$ cat config.mk
export PLATFORM = sky130hd
export DESIGN_NAME = adc_mode_and_output_coding
export DESIGN_NICKNAME = d
export VERILOG_FILES = /design/src/core/adc_ctl_pkg.sv /design/src/core/code_formatter.sv /design/src/core/adc_mode_and_output_coding.sv
export SDC_FILE = /design/constraint.sdc
export NUM_CORES = 1
export LEC_CHECK = 0
export BUFFER_PORTS_ARGS = -buffer_cell sky130_fd_sc_hd__buf_2
export CORE_ASPECT_RATIO = 0.5
export CORE_MARGIN = 1
export CORE_UTILIZATION = 44
export CTS_BUF_LIST = sky130_fd_sc_hd__clkbuf_16
export DETAILED_ROUTE_END_ITERATION = 8
export PLACE_DENSITY = 0.73
export SLEW_MARGIN = 10
export SYNTH_ARGS = -nofsm -noshare
export SYNTH_HDL_FRONTEND = slang
export SYNTH_HIERARCHICAL = 1
export SYNTH_SLANG_ARGS = --single-unit
$ cat constraint.sdc
create_clock -name aclk -period 1.65 [get_ports aclk]
set_input_delay 0.2475 -clock aclk [delete_from_list [all_inputs] [get_ports aclk]]
set_output_delay 0.2475 -clock aclk [all_outputs]
set_load 0.05 [all_outputs]
$ cat src/core/adc_ctl_pkg.sv
// constants, field layout and types for the converter mode and coding block
// assumes a 125 MHz register clock and a 14-bit SAR core beside it
package adc_ctl_pkg;

  localparam int RESULT_W = 14;
  localparam int ADDR_W   = 4;
  localparam int CNT_W    = 8;
  localparam int CLK_MHZ  = 125;

  // conversion phase lengths per mode, in ns and in clock cycles
  localparam int CONV_FAST_NS  = 700;
  localparam int CONV_STD_NS   = 950;
  localparam int CONV_LOW_NS   = 1150;
  localparam int CONV_FAST_CYC = (CONV_FAST_NS * CLK_MHZ + 999) / 1000;
  localparam int CONV_STD_CYC  = (CONV_STD_NS * CLK_MHZ + 999) / 1000;
  localparam int CONV_LOW_CYC  = (CONV_LOW_NS * CLK_MHZ + 999) / 1000;

  // register byte offsets
  localparam logic [ADDR_W-1:0] CFG_OFFSET    = 4'h0;
  localparam logic [ADDR_W-1:0] STATUS_OFFSET = 4'h4;
  localparam logic [ADDR_W-1:0] RESULT_OFFSET = 4'h8;

  // configuration fields
  localparam int CFG_W        = 6;
  localparam int CFG_SW_BIT   = 0;
  localparam int CFG_MODE_LSB = 1;
  localparam int CFG_FMT_BIT  = 3;
  localparam int CFG_BIP_BIT  = 4;
  localparam int CFG_WIDE_BIT = 5;
  localparam logic [CFG_W-1:0] CFG_RESET = 6'h00;

  // status fields
  localparam int ST_BUSY_BIT = 0;
  localparam int ST_PWR_BIT  = 1;
  localparam int ST_MODE_LSB = 2;
  localparam int ST_FMT_BIT  = 4;
  localparam int ST_BIP_BIT  = 5;
  localparam int ST_WIDE_BIT = 6;
  localparam int ST_SW_BIT   = 7;

  // software mode field codes
  localparam logic [1:0] MODE_CODE_STD  = 2'h0;
  localparam logic [1:0] MODE_CODE_FAST = 2'h1;
  localparam logic [1:0] MODE_CODE_LOW  = 2'h2;

  localparam logic [RESULT_W-1:0] RESULT_RESET = 14'h0000;

  localparam logic [1:0] RESP_OKAY   = 2'h0;
  localparam logic [1:0] RESP_SLVERR = 2'h2;

  typedef enum logic [1:0] {
    MODE_STANDARD,
    MODE_FAST,
    MODE_LOW_POWER
  } mode_e;

  typedef enum logic {
    ST_ACQUIRE,
    ST_CONVERT
  } conv_state_e;

endpackage : adc_ctl_pkg

$ cat src/core/code_formatter.sv
// clamps a raw SAR code and maps it to straight binary or twos complement
// assumes the raw code is straight binary with separate overrange flags
`timescale 1ns/1ps
module code_formatter
  import adc_ctl_pkg::*;
#(
  parameter int W = RESULT_W
) (
  input  wire logic [W-1:0] sar_code,
  input  wire logic         over,
  input  wire logic         under,
  input  wire logic         binary,
  output logic      [W-1:0] code
);

  wire [W-1:0] msb_mask = {1'b1, {(W-1){1'b0}}};
  wire [W-1:0] clamped;

  // overrange clamps to top or bottom code
  assign clamped = over ? {W{1'b1}} : (under ? {W{1'b0}} : sar_code);
  // twos complement by msb inversion
  assign code = binary ? clamped : (clamped ^ msb_mask);

endmodule : code_formatter

$ cat src/core/adc_mode_and_output_coding.sv
// converter mode, range and output coding control with AXI4-Lite registers
// assumes pins synchronous to aclk and a SAR core giving raw code and flags
`timescale 1ns/1ps
module adc_mode_and_output_coding
  import adc_ctl_pkg::*;
#(
  parameter int CONV_FAST = CONV_FAST_CYC,
  parameter int CONV_STD  = CONV_STD_CYC,
  parameter int CONV_LOW  = CONV_LOW_CYC
) (
  input  wire logic                aclk,
  input  wire logic                aresetn,
  input  wire logic                clk_en,
  input  wire logic [ADDR_W-1:0]   awaddr,
  input  wire logic                awvalid,
  output logic                     awready,
  input  wire logic [31:0]         wdata,
  input  wire logic [3:0]          wstrb,
  input  wire logic                wvalid,
  output logic                     wready,
  output logic [1:0]               bresp,
  output logic                     bvalid,
  input  wire logic                bready,
  input  wire logic [ADDR_W-1:0]   araddr,
  input  wire logic                arvalid,
  output logic                     arready,
  output logic [31:0]              rdata,
  output logic [1:0]               rresp,
  output logic                     rvalid,
  input  wire logic                rready,
  input  wire logic                fast_mode_select,
  input  wire logic                low_power_select,
  input  wire logic                code_format_select,
  input  wire logic                bipolar_range_select,
  input  wire logic                wide_range_select,
  input  wire logic                convert_start_n,
  input  wire logic [RESULT_W-1:0] sar_code,
  input  wire logic                sar_over,
  input  wire logic                sar_under,
  output logic                     busy,
  output logic [RESULT_W-1:0]      result,
  output logic                     conv_power_on,
  output logic                     range_bipolar,
  output logic                     range_wide
);

  logic [CFG_W-1:0]    cfg;
  logic                aw_held;
  logic                w_held;
  logic [ADDR_W-1:0]   waddr;
  logic [31:0]         wdata_q;
  logic [3:0]          wstrb_q;
  logic                start_n_prev;
  conv_state_e         state;
  logic [CNT_W-1:0]    cnt;
  mode_e               act_mode;
  logic                act_binary;

  // mode selection from pins and from software
  wire   sw_ctl = cfg[CFG_SW_BIT];
  wire   [1:0] sw_mode_code = cfg[CFG_MODE_LSB +: 2];
  mode_e pin_mode;
  mode_e sw_mode;
  mode_e sel_mode;

  assign pin_mode = (fast_mode_select && !low_power_select) ? MODE_FAST :
                    (!fast_mode_select && low_power_select) ? MODE_LOW_POWER :
                    MODE_STANDARD;
  assign sw_mode  = (sw_mode_code == MODE_CODE_FAST) ? MODE_FAST :
                    (sw_mode_code == MODE_CODE_LOW)  ? MODE_LOW_POWER :
                    MODE_STANDARD;
  assign sel_mode = sw_ctl ? sw_mode : pin_mode;

  // software control ignores coding and range pins
  wire sel_binary = sw_ctl ? cfg[CFG_FMT_BIT] : code_format_select;
  // high levels bipolar and wide
  wire sel_bip    = sw_ctl ? cfg[CFG_BIP_BIT] : bipolar_range_select;
  wire sel_wide   = sw_ctl ? cfg[CFG_WIDE_BIT] : wide_range_select;

  // conversion length of the selected mode
  wire [CNT_W-1:0] conv_last =
    (sel_mode == MODE_FAST)      ? CNT_W'(CONV_FAST - 1) :
    (sel_mode == MODE_LOW_POWER) ? CNT_W'(CONV_LOW - 1) :
    CNT_W'(CONV_STD - 1);

  wire start_fall = start_n_prev && !convert_start_n;
  wire conv_go    = (state == ST_ACQUIRE) && start_fall;
  wire conv_done  = (state == ST_CONVERT) && (cnt == {CNT_W{1'b0}});

  logic [RESULT_W-1:0] formatted;

  code_formatter #(
    .W        (RESULT_W)
  ) u_fmt (
    .sar_code (sar_code),
    .over     (sar_over),
    .under    (sar_under),
    .binary   (act_binary),
    .code     (formatted)
  );

  // conversion sequence
  always_ff @(posedge aclk) begin
    if (!aresetn) begin
      start_n_prev  <= 1'b1;
      state         <= ST_ACQUIRE;
      cnt           <= {CNT_W{1'b0}};
      busy          <= 1'b0;
      result        <= RESULT_RESET;
      conv_power_on <= 1'b0;
      act_mode      <= MODE_STANDARD;
      act_binary    <= 1'b0;
      range_bipolar <= 1'b0;
      range_wide    <= 1'b0;
    end else if (clk_en) begin
      start_n_prev <= convert_start_n;
      case (state)
        ST_ACQUIRE: begin
          // settings track during acquisition
          range_bipolar <= sel_bip;
          range_wide    <= sel_wide;
          if (sel_mode != MODE_LOW_POWER) begin
            conv_power_on <= 1'b1;
          end
          if (conv_go) begin
            // latched at conversion start
            state         <= ST_CONVERT;
            busy          <= 1'b1;
            cnt           <= conv_last;
            act_mode      <= sel_mode;
            act_binary    <= sel_binary;
            conv_power_on <= 1'b1;
          end
        end
        ST_CONVERT: begin
          if (conv_done) begin
            // code registered on the edge busy falls
            result <= formatted;
            busy   <= 1'b0;
            state  <= ST_ACQUIRE;
            // power down until next start or until low power is deselected
            if (act_mode == MODE_LOW_POWER) begin
              conv_power_on <= 1'b0;
            end
          end else begin
            cnt <= cnt - 1'b1;
          end
        end
        default: begin
          state <= ST_ACQUIRE;
        end
      endcase
    end
  end

  // register decode
  wire do_write   = aw_held && w_held && !bvalid;
  wire wr_cfg     = waddr == CFG_OFFSET;
  wire wr_ro      = (waddr == STATUS_OFFSET) || (waddr == RESULT_OFFSET);
  wire rd_cfg     = araddr == CFG_OFFSET;
  wire rd_status  = araddr == STATUS_OFFSET;
  wire rd_result  = araddr == RESULT_OFFSET;
  wire rd_hit     = rd_cfg || rd_status || rd_result;

  wire [31:0] status_word = {
    24'h000000,
    sw_ctl,
    range_wide,
    range_bipolar,
    act_binary,
    act_mode,
    conv_power_on,
    busy
  };

  wire [31:0] rd_word =
    rd_cfg    ? {{(32-CFG_W){1'b0}}, cfg} :
    rd_status ? status_word :
    rd_result ? {{(32-RESULT_W){1'b0}}, result} :
    32'h00000000;

  // configuration register
  always_ff @(posedge aclk) begin
    if (!aresetn) begin
      cfg <= CFG_RESET;
    end else if (clk_en && do_write && wr_cfg && wstrb_q[0]) begin
      cfg <= wdata_q[CFG_W-1:0];
    end
  end

  // write channels
  always_ff @(posedge aclk) begin
    if (!aresetn) begin
      awready <= 1'b1;
      wready  <= 1'b1;
      aw_held <= 1'b0;
      w_held  <= 1'b0;
      waddr   <= {ADDR_W{1'b0}};
      wdata_q <= 32'h00000000;
      wstrb_q <= 4'h0;
      bvalid  <= 1'b0;
      bresp   <= RESP_OKAY;
    end else if (clk_en) begin
      if (awvalid && awready) begin
        aw_held <= 1'b1;
        waddr   <= awaddr;
        awready <= 1'b0;
      end
      if (wvalid && wready) begin
        w_held  <= 1'b1;
        wdata_q <= wdata;
        wstrb_q <= wstrb;
        wready  <= 1'b0;
      end
      if (do_write) begin
        aw_held <= 1'b0;
        w_held  <= 1'b0;
        bvalid  <= 1'b1;
        if (wr_cfg) begin
          bresp <= RESP_OKAY;
        end else if (wr_ro) begin
          bresp <= RESP_OKAY;
        end else begin
          bresp <= RESP_SLVERR;
        end
      end
      if (bvalid && bready) begin
        bvalid  <= 1'b0;
        awready <= 1'b1;
        wready  <= 1'b1;
      end
    end
  end

  // read channels
  always_ff @(posedge aclk) begin
    if (!aresetn) begin
      arready <= 1'b1;
      rvalid  <= 1'b0;
      rdata   <= 32'h00000000;
      rresp   <= RESP_OKAY;
    end else if (clk_en) begin
      if (arvalid && arready) begin
        arready <= 1'b0;
        rvalid  <= 1'b1;
        rdata   <= rd_word;
        rresp   <= rd_hit ? RESP_OKAY : RESP_SLVERR;
      end else if (rvalid && rready) begin
        rvalid  <= 1'b0;
        arready <= 1'b1;
      end
    end
  end

endmodule : adc_mode_and_output_coding

After elaboration in Yosys (flattened, before gate mapping)
Cells that the tools add are included.
- output and inout port bits: 59
- bits in latches: 0
- ROM bits: 0
- word-level logic and storage cells: 136
- memories kept: 0
- RAM bits: 0
- register bits: 91
- eq/ne operators: 15
- add/subtract/negate cells: 1
- bitwise logic cells: 2
- div/mod/pow operators: 0
- mux-type cells: 47
- multiply operators: 0
- shifts and indexed selects: 0
- $lt $le $gt $ge: 0
- reduce and logical (&&, ||, !) cells: 47
- operators with widths (cell ; count):
    $mux W14 ; 6
    $mux W8 ; 4
    $mux W1 ; 25
    $reduce_and A2 Y1 ; 11
    $mux W2 ; 8
    $pmux W8 S2 ; 1
    $logic_and A1 B1 Y1 ; 15
    $reduce_and A3 Y1 ; 4
    $reduce_bool A2 Y1 ; 6
    $eq A4 B3 Y1 const B ; 2
    $eq A4 B4 Y1 const B ; 2
    $logic_not A4 Y1 ; 2
    $logic_not A8 Y1 ; 1
    $sub A8 B1 Y8 const B ; 1
    $eq A2 B2 Y1 const B ; 3
    $ne A2 B2 Y1 const B ; 3
    $pmux W1 S2 ; 3
    $eq A2 B1 Y1 const B ; 2
    $logic_not A1 Y1 ; 4
    $ne A2 B1 Y1 const B ; 2
    $reduce_and A4 Y1 ; 1
    $logic_or A1 B1 Y1 ; 3
    $ne A3 B2 Y1 const B ; 1
    $not A1 Y1 ; 2

Logic depth before layout (Yosys ltp)
- word-level depth: 10
- mapped depth: 8

Hierarchy
The synthesis kept the hierarchy.
- by module, submodules not included (module ; times used ; cells an instance ; area each (um2)):
    adc_mode_and_output_coding ; 1 ; 352 ; 3264.4
    code_formatter ; 1 ; 18 ; 145.1

Least setup slack after synthesis
OpenSTA, ideal clock, no wires.
- kind: reg-to-reg
- start point: register cfg[0]
- end point: register cnt[6]
- path buffers: 1
- stages on the path, launching flop included: 8
- period minus slack after synthesis: 1.768 ns
- path slack: -0.118 ns
- data required time: 1.580 ns
- library setup time: 0.070 ns
- arrival: 1.698 ns
- cells stage by stage: dfxtp_1 buf_2 o32a_1 ha_1 nor4bb_1 a21oi_1 o22a_1 a21oi_1
- word-level cells in the longest chain between the ends: 6
- elaborated cells on any way between the ends: 7
- those cells by class: 2 x eq/ne; 5 x mux
- ends and longest elaborated chain (item ; line ; RTL):
    start: declaration ; adc_mode_and_output_coding.sv:47 ; logic [CFG_W-1:0] cfg;
    start signal: assignment ; adc_mode_and_output_coding.sv:187 ; cfg <= wdata_q[CFG_W-1:0];
    $mux W2 (*) ; adc_mode_and_output_coding.sv:72 ; assign sel_mode = sw_ctl ? sw_mode : pin_mode;
    $eq A2 B2 Y1 ; adc_mode_and_output_coding.sv:83 ; (sel_mode == MODE_LOW_POWER) ? CNT_W'(CONV_LOW - 1) :
    $mux W8 ; adc_mode_and_output_coding.sv:83 ;
    $mux W8 (*) ; adc_mode_and_output_coding.sv:82 ; (sel_mode == MODE_FAST) ? CNT_W'(CONV_FAST - 1) :
    $mux W8 (*) ; adc_mode_and_output_coding.sv:125 ; if (conv_go) begin
    $pmux W8 S2 (*) ; adc_mode_and_output_coding.sv:117 ; case (state)
    end signal: assignment ; adc_mode_and_output_coding.sv:107 ; cnt <= {CNT_W{1'b0}};
    end signal: assignment ; adc_mode_and_output_coding.sv:129 ; cnt <= conv_last;
    end signal: assignment ; adc_mode_and_output_coding.sv:146 ; cnt <= cnt - 1'b1;
    end: declaration ; adc_mode_and_output_coding.sv:55 ; logic [CNT_W-1:0] cnt;
Every way passes the cells marked *; elsewhere a longest branch is shown, timed or not. The select of a mux whose other input is x is not followed.
A chain may end at the register's enable or synchronous reset.

Worst setup path after layout
- start point: register cfg[0]
- end point: register cnt[4]
The elaborated chain is that of the path after synthesis.

==> flow_results.xml <==
<?xml version="1.0" encoding="UTF-8"?>
<metrics>
  <group name="run_status">
    <metric name="outcome" unit="">finished with violations</metric>
    <metric name="violations_in_the_final_reports" unit="">setup timing</metric>
  </group>
  <group name="detailed_routing">
    <metric name="number_of_remaining_drc_errors" unit="">0</metric>
    <metric name="met1Wirelength" unit="mm">4.06</metric>
    <metric name="routed.top_layer" unit="">met4</metric>
    <metric name="detail_route_met3_wl" unit="microns">480</metric>
    <metric name="drtPass1Iterations" unit="">4</metric>
    <metric name="viasPerCell" unit="">5.31</metric>
    <metric name="post_drt_wl_per_cell" unit="microns">14.9</metric>
    <metric name="dr.first_iter.drc_count" unit="">158</metric>
    <metric name="drt-total-wl" unit="mm">8.68</metric>
    <metric name="number_of_antenna_violating_nets_in_the_routed_design" unit="">0</metric>
    <metric name="dr_wl_met2" unit="mm">4.02</metric>
    <metric name="route.vias.total" unit="">3088</metric>
  </group>
  <group name="logic_synthesis">
    <metric name="synth.area.top_cells" unit="">sky130_fd_sc_hd__dfxtp_1 42%, sky130_fd_sc_hd__mux2i_1 13%, sky130_fd_sc_hd__nor2_1 6.7%</metric>
    <metric name="synthDominantCellAreaShare" unit="">0.417</metric>
    <metric name="synth_edf_count" unit="">0</metric>
    <metric name="synthCells" unit="">370</metric>
    <metric name="cell_area_synth" unit="sq um">3410</metric>
    <metric name="synth.lib_cells_used.distinct" unit="">55</metric>
    <metric name="synthesis.area_per_instance" unit="sq um">9.21</metric>
    <metric name="synth.cells.most_frequent" unit="">71 x sky130_fd_sc_hd__dfxtp_1, 61 x sky130_fd_sc_hd__nor2_1, 43 x sky130_fd_sc_hd__mux2i_1, 20 x sky130_fd_sc_hd__buf_4, 18 x sky130_fd_sc_hd__a21oi_1</metric>
    <metric name="async_flop_share" unit="">0</metric>
    <metric name="ys_warn_count" unit="">6</metric>
    <metric name="synth_largest_area_cell" unit="">sky130_fd_sc_hd__dfxtp_1</metric>
    <metric name="synth_seq_cells" unit="">71</metric>
    <metric name="synth_most_common_cell" unit="">sky130_fd_sc_hd__dfxtp_1</metric>
    <metric name="synth_sequential_area_ratio" unit="">0.417</metric>
    <metric name="dominant_synthesized_flop_cell" unit="">sky130_fd_sc_hd__dfxtp_1</metric>
  </group>
  <group name="placed_design">
    <metric name="hpwl" unit="mm">5.95</metric>
    <metric name="placedInstanceArea" unit="sq um">4080</metric>
    <metric name="placement.io_buffers" unit="">83</metric>
    <metric name="gp_congestion" unit="">0.855</metric>
    <metric name="detailedPlace.worstSlack" unit="ns">-0.0625</metric>
  </group>
  <group name="clock_tree">
    <metric name="clk_pin_slew_worst_paths" unit="ns">0.05</metric>
    <metric name="cts_tree" unit="">done</metric>
    <metric name="cts_max_level" unit="">3</metric>
    <metric name="cts.path.max_buffers" unit="">2</metric>
    <metric name="number_of_buffers_created_by_cts" unit="">9</metric>
    <metric name="worst_skew_late_latency" unit="ns">0.33</metric>
    <metric name="tritoncts_num_sinks" unit="">71</metric>
    <metric name="cts_root_buffer" unit="">sky130_fd_sc_hd__clkbuf_16</metric>
  </group>
  <group name="timing">
    <metric name="grt_setup_unrepaired" unit="">true</metric>
    <metric name="worst_slew_pin_slew" unit="ns">0.642</metric>
    <metric name="worst_clock_skew" unit="ns">0.00339</metric>
    <metric name="timing.final.hold_violations" unit="">0</metric>
    <metric name="fmax" unit="MHz">594</metric>
    <metric name="finalCriticalPeriod" unit="ns">1.68</metric>
    <metric name="crit_share_post_route" unit="">1.02</metric>
    <metric name="max_slew_violation_count" unit="">0</metric>
    <metric name="final.setup.worst_slack" unit="ns">-0.0336</metric>
    <metric name="setup_viol" unit="">3</metric>
    <metric name="slew_headroom" unit="">0.561</metric>
  </group>
  <group name="layout">
    <metric name="fin_area" unit="sq um">4490</metric>
    <metric name="layout-drive-gt1-share" unit="">0.333</metric>
    <metric name="antenna_cells_inserted" unit="">0</metric>
    <metric name="area_delta_synth_final" unit="%">31.6</metric>
    <metric name="number_of_nets_in_the_final_layout" unit="">559</metric>
    <metric name="fill_cell_instance_count_of_the_final_layout" unit="">655</metric>
  </group>
  <group name="worst_hold_path">
    <metric name="worstHoldPathType" unit="">input pin to register</metric>
  </group>
  <group name="power">
    <metric name="finalPower" unit="mW">4.54</metric>
    <metric name="highest_ir_drop_seen_on_vdd" unit="mV">0.833</metric>
    <metric name="power.leakage" unit="nW">2.14</metric>
    <metric name="powerDensity" unit="nW/um^2">1010</metric>
  </group>
  <group name="run">
    <metric name="max_cap_violations" unit="">0</metric>
  </group>
  <group name="floorplan">
    <metric name="floorplan.initialDensity" unit="">0.460</metric>
    <metric name="number_of_top_level_pins" unit="">133</metric>
    <metric name="die_outline_area" unit="sq um">8130</metric>
    <metric name="die_height" unit="microns">64.2</metric>
    <metric name="placeableCoreArea" unit="sq um">7400</metric>
    <metric name="fp.dieW" unit="microns">126</metric>
    <metric name="fp-row-count" unit="">22</metric>
  </group>
  <group name="grt">
    <metric name="antenna_found_initial" unit="">0</metric>
    <metric name="grt_first_pass_wirelength" unit="mm">14.0</metric>
    <metric name="first_global_vias" unit="">3005</metric>
    <metric name="overflow" unit="">0</metric>
    <metric name="maximum_number_of_pins_on_one_net_before_global_route_repair" unit="">49</metric>
    <metric name="grt.total_usage" unit="">0.219</metric>
  </group>
  <group name="setup_path">
    <metric name="critPathRequiredTime" unit="ns">1.93</metric>
    <metric name="critPathMaxFanout" unit="">6</metric>
    <metric name="timing.critical_path.to_type" unit="">register</metric>
    <metric name="worst-setup-path-type" unit="">register to register</metric>
    <metric name="critical_path.startpoint_type" unit="">register</metric>
    <metric name="critical_path_arrival" unit="ns">1.96</metric>
  </group>
</metrics>
[critical path: stages (launching register included)]
cell,delay (ns)
sky130_fd_sc_hd__dfxtp_4,0.36
sky130_fd_sc_hd__o32a_1,0.34
sky130_fd_sc_hd__ha_4,0.19
sky130_fd_sc_hd__nor4bb_4,0.29
sky130_fd_sc_hd__buf_4,0.16
sky130_fd_sc_hd__a21oi_2,0.03
sky130_fd_sc_hd__o22ai_1,0.14
sky130_fd_sc_hd__o21a_1,0.12
[cells in the final DEF, fill, tap and decap left out, types with 4 or more instances in the layout]
cell and n:
sky130_fd_sc_hd__buf_2 83, sky130_fd_sc_hd__dfxtp_1 68, sky130_fd_sc_hd__nor2_1 61, sky130_fd_sc_hd__mux2i_1 41, sky130_fd_sc_hd__buf_4 33, sky130_fd_sc_hd__conb_1 20, sky130_fd_sc_hd__nand2_1 14, sky130_fd_sc_hd__a21oi_1 14
sky130_fd_sc_hd__a22oi_1 14, sky130_fd_sc_hd__a21o_1 12, sky130_fd_sc_hd__clkbuf_16 11, sky130_fd_sc_hd__inv_1 10, sky130_fd_sc_hd__nand3_1 10, sky130_fd_sc_hd__a211oi_1 8, sky130_fd_sc_hd__o2bb2ai_1 7, sky130_fd_sc_hd__o21ai_0 6
sky130_fd_sc_hd__a21oi_2 5, sky130_fd_sc_hd__clkinv_1 4
[cells by family (layout without fill, tap and decap cells)]
group,count (synthesis),in the layout,synth area share
AOI/OAI and AO/OA,84,84,0.174
other,1,20,0.00110
muxes,43,43,0.126
adders and majority gates,4,4,0.0147
DFF,71,71,0.417
and+or+nand+nor,114,114,0.178
xor gates and xnor gates,1,1,0.00257
buffers and inverters,52,149,0.0866
[sequential cells by signal (all words and copies together), names as in the netlist, 2 cells and up]
name / count
rdata: 14
result: 14
cnt: 8
cfg: 6
wdata_q: 6
waddr: 4
act_mode: 2
[final timing paths]
path / startpoint / end / slack [ns] / depth (start not counted)
setup / recovery: cfg[0]$_SDFFE_PN0P_ / cnt[4]$_SDFFE_PN0P_ / -0.03 / 7
hold / removal: wstrb[0] / wstrb_q[0]$_SDFFE_PN0P_ / 0.15 / 3
setup reg to reg: cfg[0]$_SDFFE_PN0P_ / cnt[4]$_SDFFE_PN0P_ / -0.03 / 7
hold reg to reg: aw_held$_SDFFE_PN0P_ / aw_held$_SDFFE_PN0P_ / 0.45 / 2
[cell type report]
type	instances	area [sq um]	area share
inverter	12	45.0	0.0100
clock buffer	9	225	0.0502
sequential	71	1430	0.318
multi-input combinational	266	1840	0.410
timing repair buffer	121	773	0.172
clock inverter	7	56.3	0.0125
tap	96	120	0.0268
[metal layers]
metal / up-vias / GRT usage
met5: - / 0
met1: 1474 / 0.264
li1: 1509 / -
met4: 0 / 0.0693
met3: 17 / 0.0637
met2: 88 / 0.378
[stage by stage]
step / std cells / TNS, ns / util / hold WS (ns)
2_1_floorplan: 389 / -0.0192 / - / 0.376
3_3_place_gp: 563 / -0.0736 / 0.551 / 0.430
3_5_place_dp: 563 / -0.201 / 0.551 / 0.441
4_1_cts: 579 / -0.00639 / 0.589 / 0.148
5_1_grt: 582 / -1.25 / 0.606 / 0.161
6_report: 582 / -0.0492 / 0.606 / 0.152
[power by group]
| part | leakage (nW) | total [mW] | internal (mW) | switching [mW] |
|---|---|---|---|---|
| clock | 0.141 | 1.83 | 1.14 | 0.692 |
| combinational | 1.42 | 0.850 | 0.330 | 0.520 |
| sequential | 0.579 | 1.86 | 1.79 | 0.0740 |
| total | 2.14 | 4.54 | 3.26 | 1.29 |
[timing repair]
action / in CTS / in global routing
hold buffers: 0 / 0
buffers inserted: 0 / 1
pin swaps: 1 / 5
gates resized for setup: 1 / 16
cloned: 0 / 2
setup endpoints to repair: 2 / 25
Note: power is estimated with default switching activity, not from simulation.
